`src/rtl/alarm_latch_pkg.sv`:
```
// constants for the modem alarm latch and loop mode block.
// assumes a single 40 MHz system clock and a 32-bit Avalon-MM register bus.
package alarm_latch_pkg;

   // clock and timing
   localparam longint unsigned CLK_HZ = 64'd40_000_000;
   localparam longint unsigned MODE_CLEAR_S = 64'd53;
   // a longest interval, so the cycle count rounds down (exact here)
   localparam longint unsigned MODE_CLEAR_CYCLES = (MODE_CLEAR_S * CLK_HZ);
   localparam int TIMER_W = 32;

   // register byte offsets
   localparam logic [4:0] STATUS_OFS = 5'h00;
   localparam logic [4:0] CMD_OFS = 5'h04;
   localparam logic [4:0] IRQ_STATUS_OFS = 5'h08;
   localparam logic [4:0] IRQ_CLEAR_OFS = 5'h0c;
   localparam logic [4:0] IRQ_ENABLE_OFS = 5'h10;
   localparam logic [4:0] TIMER_OFS = 5'h14;

   // status register fields
   localparam int ST_LOCK_WARN = 0;
   localparam int ST_OPEN_WARN = 1;
   localparam int ST_SWITCH_WARN = 2;
   localparam int ST_BYPASS = 3;
   localparam int ST_TX_PHASE = 4;

   // command register fields (each bit is a one-shot command)
   localparam int CMD_ALARM_CLEAR = 0;
   localparam int CMD_BYPASS = 1;
   localparam int CMD_ACQUIRE = 2;

   // interrupt event fields
   localparam int IRQ_W = 4;
   localparam int EV_LOCK_WARN = 0;
   localparam int EV_OPEN_WARN = 1;
   localparam int EV_SWITCH_WARN = 2;
   localparam int EV_TIMER_CLEAR = 3;
   localparam logic [IRQ_W-1:0] IRQ_ENABLE_RST = 4'h0;

   // synchronised pin vector layout
   localparam int PIN_W = 9;
   localparam int PIN_LOCK = 0;
   localparam int PIN_OPEN = 1;
   localparam int PIN_SW_A = 2;
   localparam int PIN_SW_B = 3;
   localparam int PIN_PHASE = 4;
   localparam int PIN_STROBE = 5;
   localparam int PIN_CLEAR = 6;
   localparam int PIN_BYPASS = 7;
   localparam int PIN_ACQUIRE = 8;

endpackage

```
`src/rtl/modem_alarm_and_mode_latch.sv`:
```
// modem warning latches, loop bypass/acquire mode bit, amplifier supply gating
// and an Avalon-MM register slave with a level interrupt.
// assumes every modem and command pin is asynchronous to mclk; tx_rx_phase high is transmit.
`timescale 1ns/100ps

// Overview of operation
// - each of the three modem warnings is held in its own set-reset flag, and the flag is reported.
// - a short high on the lock or open-loop warning keeps its flag set until a clear command.
// - the switch warning flag sets when either of the two manual switches is moved and stays.
// - a bypass command sets the single mode bit, which puts the modem loop into backup.
// - an acquire command clears the mode bit, low being the normal searching state.
// - power-up forces the mode bit to acquire with no command.
// - a free-running timer clears the mode bit every 53 seconds whatever the commands.
// - latched flags and analog points share the one monitor channel for reporting.
// - the transmit amplifier supply is on in transmit and off in receive.
// - the first receive amplifier supply is off in transmit and on in receive.
// - a clear command acts when the decoded clear and the command strobe coincide, or on a byte-0 bus write to the command register.
// - timer and power-on clears of the mode bit beat a simultaneous bypass command.
module modem_alarm_and_mode_latch
#(
   parameter longint unsigned MODE_CLEAR_CYCLES = alarm_latch_pkg::MODE_CLEAR_CYCLES
)
(
   // clock and reset
   input wire logic mclk,
   input wire logic reset,

   // register bus, Avalon-MM slave
   input wire logic [4:0] avs_address,
   input wire logic avs_read,
   input wire logic avs_write,
   input wire logic [31:0] avs_writedata,
   input wire logic [3:0] avs_byteenable,
   output logic [31:0] avs_readdata,
   output logic avs_waitrequest,
   output logic irq,

   // modem warnings
   input wire logic pll_lock_alarm,
   input wire logic open_loop_alarm,
   input wire logic switch_a_moved,
   input wire logic switch_b_moved,

   // communications system commands
   input wire logic cmd_strobe,
   input wire logic alarm_clear_cmd,
   input wire logic loop_bypass_cmd,
   input wire logic loop_acquire_cmd,

   // transmit/receive phase
   input wire logic tx_rx_phase,

   // to the monitor multiplexer
   output logic lock_warn_flag,
   output logic open_loop_warn_flag,
   output logic manual_switch_alarm,

   // to the modem loop and the amplifier supplies
   output logic loop_bypass_out,
   output logic tx_amp_enable,
   output logic rx_amp_enable
);

   localparam int TW = alarm_latch_pkg::TIMER_W;
   localparam int PW = alarm_latch_pkg::PIN_W;
   localparam int IW = alarm_latch_pkg::IRQ_W;
   localparam logic [TW-1:0] TIMER_LAST = TW'(MODE_CLEAR_CYCLES - 64'd1);

   typedef struct packed
   {
      logic [PW-1:0] sync1;
      logic [PW-1:0] sync2;
      logic strobe_d;
      logic lock_flag;
      logic open_flag;
      logic switch_flag;
      logic bypass;
      logic tx_en;
      logic rx_en;
      logic [TW-1:0] timer;
      logic [IW-1:0] irq_st;
      logic [IW-1:0] irq_en;
      logic irq;
      logic wait_n;
      logic [31:0] rdata;
   } state_t;

   state_t s_r;
   state_t s_nxt;

   always_comb
   begin
      logic strobe_rise;
      logic clear_req;
      logic bypass_req;
      logic acquire_req;
      logic timer_tick;
      logic bus_req;
      logic bus_accept;
      logic bus_wr;
      logic [IW-1:0] events;
      logic [IW-1:0] irq_clear;
      logic [31:0] rd;
      strobe_rise = 1'b0;
      clear_req = 1'b0;
      bypass_req = 1'b0;
      acquire_req = 1'b0;
      timer_tick = 1'b0;
      bus_req = 1'b0;
      bus_accept = 1'b0;
      bus_wr = 1'b0;
      events = '0;
      irq_clear = '0;
      rd = '0;

      s_nxt = s_r;

      // two-stage synchronisers; only sync2 is looked at by any logic
      s_nxt.sync1[alarm_latch_pkg::PIN_LOCK] = pll_lock_alarm;
      s_nxt.sync1[alarm_latch_pkg::PIN_OPEN] = open_loop_alarm;
      s_nxt.sync1[alarm_latch_pkg::PIN_SW_A] = switch_a_moved;
      s_nxt.sync1[alarm_latch_pkg::PIN_SW_B] = switch_b_moved;
      s_nxt.sync1[alarm_latch_pkg::PIN_PHASE] = tx_rx_phase;
      s_nxt.sync1[alarm_latch_pkg::PIN_STROBE] = cmd_strobe;
      s_nxt.sync1[alarm_latch_pkg::PIN_CLEAR] = alarm_clear_cmd;
      s_nxt.sync1[alarm_latch_pkg::PIN_BYPASS] = loop_bypass_cmd;
      s_nxt.sync1[alarm_latch_pkg::PIN_ACQUIRE] = loop_acquire_cmd;
      s_nxt.sync2 = s_r.sync1;
      s_nxt.strobe_d = s_r.sync2[alarm_latch_pkg::PIN_STROBE];

      // a command counts once, on the rising edge of the strobe
      strobe_rise = s_r.sync2[alarm_latch_pkg::PIN_STROBE] & ~s_r.strobe_d;

      // bus handshake: one wait cycle, then the request is accepted
      bus_req = avs_read | avs_write;
      if (bus_req && s_r.wait_n)
      begin
         bus_accept = 1'b1;
         // a write with the low byte lane off changes nothing
         bus_wr = avs_write & avs_byteenable[0];
      end

      // command sources: strobed pins, or a byte-0 write to the command register
      // a strobe held high counts once, as only its rising edge is taken
      if (strobe_rise)
      begin
         clear_req = s_r.sync2[alarm_latch_pkg::PIN_CLEAR];
         bypass_req = s_r.sync2[alarm_latch_pkg::PIN_BYPASS];
         acquire_req = s_r.sync2[alarm_latch_pkg::PIN_ACQUIRE];
      end
      if (bus_wr && avs_address == alarm_latch_pkg::CMD_OFS)
      begin
         // the bus write is its own strobe
         clear_req = clear_req | avs_writedata[alarm_latch_pkg::CMD_ALARM_CLEAR];
         bypass_req = bypass_req | avs_writedata[alarm_latch_pkg::CMD_BYPASS];
         acquire_req = acquire_req | avs_writedata[alarm_latch_pkg::CMD_ACQUIRE];
      end

      // free-running mode timer on mclk
      // the count wraps at the last value, so the period is exactly MODE_CLEAR_CYCLES
      if (s_r.timer == TIMER_LAST)
      begin
         s_nxt.timer = '0;
         timer_tick = 1'b1;
      end
      else
      begin
         s_nxt.timer = s_r.timer + TW'(1);
      end

      // warning flags: a new warning in the clearing cycle survives the clear
      if (s_r.sync2[alarm_latch_pkg::PIN_LOCK])
      begin
         s_nxt.lock_flag = 1'b1;
      end
      else if (clear_req)
      begin
         s_nxt.lock_flag = 1'b0;
      end

      if (s_r.sync2[alarm_latch_pkg::PIN_OPEN])
      begin
         s_nxt.open_flag = 1'b1;
      end
      else if (clear_req)
      begin
         s_nxt.open_flag = 1'b0;
      end

      if (s_r.sync2[alarm_latch_pkg::PIN_SW_A] || s_r.sync2[alarm_latch_pkg::PIN_SW_B])
      begin
         s_nxt.switch_flag = 1'b1;
      end
      else if (clear_req)
      begin
         s_nxt.switch_flag = 1'b0;
      end

      events[alarm_latch_pkg::EV_LOCK_WARN] = s_nxt.lock_flag & ~s_r.lock_flag;
      events[alarm_latch_pkg::EV_OPEN_WARN] = s_nxt.open_flag & ~s_r.open_flag;
      events[alarm_latch_pkg::EV_SWITCH_WARN] = s_nxt.switch_flag & ~s_r.switch_flag;
      events[alarm_latch_pkg::EV_TIMER_CLEAR] = timer_tick;

      // mode bit: the clears are tested ahead of bypass in the if chain so they win a tie
      if (timer_tick)
      begin
         s_nxt.bypass = 1'b0;
      end
      else if (acquire_req)
      begin
         s_nxt.bypass = 1'b0;
      end
      else if (bypass_req)
      begin
         // holding bypass relies on the far side repeating it inside the timer period
         s_nxt.bypass = 1'b1;
      end

      // amplifier supply gating follows the phase directly
      // both supplies switch on the same edge, so neither side overlaps the other
      if (s_r.sync2[alarm_latch_pkg::PIN_PHASE])
      begin
         s_nxt.tx_en = 1'b1;
         s_nxt.rx_en = 1'b0;
      end
      else
      begin
         s_nxt.tx_en = 1'b0;
         s_nxt.rx_en = 1'b1;
      end

      // register writes
      if (bus_wr)
      begin
         if (avs_address == alarm_latch_pkg::IRQ_CLEAR_OFS)
         begin
            irq_clear = avs_writedata[IW-1:0];
         end
         else if (avs_address == alarm_latch_pkg::IRQ_ENABLE_OFS)
         begin
            s_nxt.irq_en = avs_writedata[IW-1:0];
         end
      end

      // sticky status: an event in the clearing cycle wins
      s_nxt.irq_st = (s_r.irq_st & ~irq_clear) | events;
      s_nxt.irq = |(s_r.irq_st & s_r.irq_en);

      // read data is prepared in the wait cycle and stands at the accept edge
      if (avs_address == alarm_latch_pkg::STATUS_OFS)
      begin
         rd[alarm_latch_pkg::ST_LOCK_WARN] = s_r.lock_flag;
         rd[alarm_latch_pkg::ST_OPEN_WARN] = s_r.open_flag;
         rd[alarm_latch_pkg::ST_SWITCH_WARN] = s_r.switch_flag;
         rd[alarm_latch_pkg::ST_BYPASS] = s_r.bypass;
         rd[alarm_latch_pkg::ST_TX_PHASE] = s_r.tx_en;
      end
      else if (avs_address == alarm_latch_pkg::IRQ_STATUS_OFS)
      begin
         rd[IW-1:0] = s_r.irq_st;
      end
      else if (avs_address == alarm_latch_pkg::IRQ_ENABLE_OFS)
      begin
         rd[IW-1:0] = s_r.irq_en;
      end
      else if (avs_address == alarm_latch_pkg::TIMER_OFS)
      begin
         rd[TW-1:0] = s_r.timer;
      end
      else if (avs_address == alarm_latch_pkg::CMD_OFS)
      begin
         // write-only: one-shot commands leave nothing to read back
         rd = '0;
      end
      else if (avs_address == alarm_latch_pkg::IRQ_CLEAR_OFS)
      begin
         rd = '0;
      end
      else
      begin
         // holes read as zero so software can probe safely
         rd = '0;
      end

      if (bus_req && !s_r.wait_n)
      begin
         s_nxt.rdata = avs_read ? rd : 32'h0000_0000;
         s_nxt.wait_n = 1'b1;
      end
      else if (bus_accept)
      begin
         s_nxt.wait_n = 1'b0;
      end
      else
      begin
         // a request withdrawn before its accept must not leave waitrequest low
         s_nxt.wait_n = 1'b0;
      end
   end

   always_ff @(posedge mclk)
   begin
      if (reset)
      begin
         s_r.sync1 <= '0;
         s_r.sync2 <= '0;
         s_r.strobe_d <= 1'b0;
         s_r.lock_flag <= 1'b0;
         s_r.open_flag <= 1'b0;
         s_r.switch_flag <= 1'b0;
         s_r.bypass <= 1'b0;
         s_r.tx_en <= 1'b0;
         s_r.rx_en <= 1'b1;
         s_r.timer <= '0;
         s_r.irq_st <= '0;
         s_r.irq_en <= alarm_latch_pkg::IRQ_ENABLE_RST;
         s_r.irq <= 1'b0;
         s_r.wait_n <= 1'b0;
         s_r.rdata <= 32'h0000_0000;
      end
      else
      begin
         s_r <= s_nxt;
      end
   end

   // every output is driven from the registered state, avs_waitrequest as the inverse of wait_n
   assign avs_readdata = s_r.rdata;
   assign avs_waitrequest = ~s_r.wait_n;
   assign irq = s_r.irq;
   // the flags go to the shared monitor multiplexer beside the analog points
   assign lock_warn_flag = s_r.lock_flag;
   assign open_loop_warn_flag = s_r.open_flag;
   assign manual_switch_alarm = s_r.switch_flag;
   assign loop_bypass_out = s_r.bypass;
   assign tx_amp_enable = s_r.tx_en;
   assign rx_amp_enable = s_r.rx_en;

endmodule // modem_alarm_and_mode_latch

```
`config.mk`:
```
export PLATFORM = sky130hd
export DESIGN_NAME = modem_alarm_and_mode_latch
export DESIGN_NICKNAME = d
export VERILOG_FILES = /design/src/rtl/alarm_latch_pkg.sv /design/src/rtl/modem_alarm_and_mode_latch.sv
export SDC_FILE = /design/constraint.sdc
export NUM_CORES = 1
export LEC_CHECK = 0
export ABC_AREA = 1
export BUFFER_PORTS_ARGS = -buffer_cell sky130_fd_sc_hd__buf_2
export CORE_ASPECT_RATIO = 0.7
export CORE_MARGIN = 2
export CORE_UTILIZATION = 54
export DETAILED_ROUTE_END_ITERATION = 10
export PLACE_DENSITY = 0.84
export SYNTH_ARGS = -nofsm -noshare
export SYNTH_HDL_FRONTEND = slang
export SYNTH_SLANG_ARGS = --single-unit
```
`constraint.sdc`:
```
create_clock -name mclk -period 1.6 [get_ports mclk]
set_input_delay 0.16 -clock mclk [delete_from_list [all_inputs] [get_ports mclk]]
set_output_delay 0.16 -clock mclk [all_outputs]
set_load 0.01 [all_outputs]
```
==> flow_metrics.py <==
metrics = {
    "cells_and_area": {
        "drive_gt1_share_pct": 19.30,
        "layout_commonest_cell": "nand2_1",
        "final_cell_mix": "nand2_1 (172), dfxtp_1 (96), nor2_1 (91), buf_2 (62), inv_1 (57)",
        "fillers": 697,
        "final_cell_area_um2": 5171,
        "fin_nets": 734,
        "diodes": 0,
        "syn2layout_area_growth_pct": 15.67,
    },
    "die": {
        "coreArea_um2": 7939,
        "die_area_um2": 9034,
        "start_util_pct": 56.31,
        "die_w_um": 112.8,
        "die_y_um": 80.13,
        "io_pins": 94,
        "rows": 27,
    },
    "clocking": {
        "clock_path_buffers": 2,
        "htreeDepth": 3,
        "clkTransAtPathRegs_ns": 0.07,
        "cts.sinks": 99,
        "postCtsSetupRepairBufs": 0,
        "cts_root_buf": "clkbuf_16",
        "numCtsBuffers": 9,
        "cts_tree": "built",
        "clock_latency_ns": 0.34,
    },
    "global_route": {
        "grt_usage_pct": 23.66,
        "grt_antenna_before_repair": 0,
        "grt_overflow": 0,
        "grt_max_degree": 34,
        "first_global_vias": 3681,
        "grt_pass1_wl_um": 17130,
    },
    "synthesis": {
        "yosysWarnings": 0,
        "syn-num-nets": 686,
        "synth_cell_types": 28,
        "yosysSeqAreaShare_pct": 44.33,
        "synthesis.area_um2": 4471,
        "yosysTopAreaCell": "dfxtp_1",
        "synthDominantCellAreaShare_pct": 44.33,
        "syn-instance-count": 631,
        "synth_edf_count": 0,
        "yosys-top-cells-area": "dfxtp_1 (44%), nand2_1 (15%), nor2_1 (8.1%)",
        "async_flop_share_pct": 0,
        "synth_flop_cell": "dfxtp_1",
        "synth_area_per_cell_um2": 7.085,
        "yosys_register_bits": 99,
    },
    "sta": {
        "hold_viol_final": 0,
        "hold_slack_ns": 0.01666,
        "final_max_slew_viol_count": 0,
        "clock-skew-final_ns": 0.005284,
        "tns_ns": 0,
        "slew_headroom_pct": 73.55,
        "fmax_ghz": 0.6509,
        "worst_pin_slew_ns": 0.3953,
        "finalCritPeriodShare_pct": 96.03,
        "final.min_clock_period_ns": 1.536,
        "setup_viol": 0,
    },
    "setup_path": {
        "required_ns": 1.84,
        "worstPathArrival_ns": 1.77,
        "critPathCaptureType": "flop",
        "startpoint_type": "flop",
        "rr_worst_depth": 7,
        "critical_path_class": "flop to flop",
        "crit_fanout": 5,
    },
    "min_path": {
        "min_path_cells": 3,
        "hp-class": "primary input to flop",
    },
    "run": {
        "cap_violations": 0,
    },
    "placement": {
        "io_buffers": 62,
        "place_hpwl_um": 7735,
        "gp_routability_congestion": 0.9775,
        "placed_cell_area_um2": 4773,
    },
    "drt": {
        "drtAntennaViolNets": 0,
        "drtIter0Drc": 325,
        "dr.pass1.iters": 5,
        "routedWlPerCell_um": 13.24,
        "vias": 4019,
        "totalWireLength_um": 10390,
        "vias_per_cell": 5.120,
        "drc": 0,
    },
    "run_status": {
        "run_status": "complete, no violations",
    },
    "power": {
        "leakagePower_nw": 2.018,
        "ir_drop_mv": 0.5816,
        "power.density_nw_per_um2": 977.5,
    },
}
==> critical path: stages (launching register included) <==
cell and delay (ns):
dfxtp_1 0.38, buf_4 0.16, nand3_2 0.11, nor2_4 0.22, nand2_1 0.14, nor2_2 0.20
xor2_1 0.18, nor2_1 0.05
==> worst paths after layout <==
kind                                     start        end  slack, ns
worst max register to register         s_r[42]    s_r[57]       0.06
worst min-delay path            switch_b_moved  s_nxt[84]       0.02
worst min register to register       s_nxt[87]    s_r[87]       0.40
worst max-delay path                   s_r[42]    s_r[57]       0.06
==> repair_timing <==
action / 4_1_cts / 5_1_grt
cloned: 0 / 1
gates resized for setup: 2 / 15
pin swaps: 0 / 0
endpoints found under the setup margin: 21 / 32
hold buffers: 0 / 0
==> per-stage QoR <==
step	utilization [%]	setup slack (ns)	power, mW	cells
5_1_grt	65.14	-0.02210	5.235	785
2_1_floorplan	-	0.1434	2.731	631
6_report	65.14	0.06357	5.055	785
3_5_place_dp	60.13	-0.0008538	2.826	768
4_1_cts	64.15	0.03148	5.080	784
3_3_place_gp	60.13	0.05033	2.815	768
==> state kept, by name, indices dropped and copies added, names as in the netlist <==
| signal | flops |
|---|---|
| s_nxt | 10 |
| irq | 1 |
| loop_bypass_out | 1 |
| manual_switch_alarm | 1 |
| tx_amp_enable | 1 |
| s_r | 50 |
| rx_amp_enable | 1 |
| avs_readdata | 32 |
| lock_warn_flag | 1 |
| open_loop_warn_flag | 1 |
==> synthesized netlist by cell type, types with 8 or more instances <==
cell type,instances
nand2_1,173
dfxtp_1,99
nor2_1,97
inv_1,57
a21oi_1,55
buf_4,35
nand3_1,29
clkbuf_1,11
nand4_1,11
nor3_1,9
o21ai_0,8
xnor2_1,8
==> cell type report <==
| cell class | instances | area (um2) | area share [%] |
|---|---|---|---|
| timing repair buffer | 86 | 536.8 | 10.38 |
| clock buffer | 9 | 225.2 | 4.355 |
| multi-input combinational | 423 | 1982 | 38.33 |
| clock inverter | 7 | 90.09 | 1.742 |
| tap | 101 | 126.4 | 2.444 |
| sequential | 99 | 1986 | 38.40 |
| inverter | 60 | 225.2 | 4.355 |
==> cells by family (layout without fill, tap and decap cells) <==
logic type,after synthesis,in the layout,share of synthesized area [%]
buffers and inverters,109,162,12.45
AOI/OAI and AO/OA,68,68,8.005
and+or+nand+nor,339,339,31.99
adders and majority gates,1,1,0.2798
xor gates and xnor gates,15,15,2.939
DFF,99,99,44.33
==> per-layer routing <==
metal	part of all wire (%)	vias up	GRT usage, %
met5	0	-	0
met4	0.73	0	5.488
met3	8.0	7	4.906
met2	42	160	36.47
met1	49	1806	34.18
li1	-	2046	-
==> power breakdown <==
part | internal, mW | total (mW) | switching (mW) | leakage, nW
logic | 0.0923 | 0.252 | 0.160 | 1.06
clock network | 1.26 | 2.27 | 1.01 | 0.157
registers | 2.51 | 2.53 | 0.0267 | 0.805
Note: power is estimated with default switching activity, not from simulation.
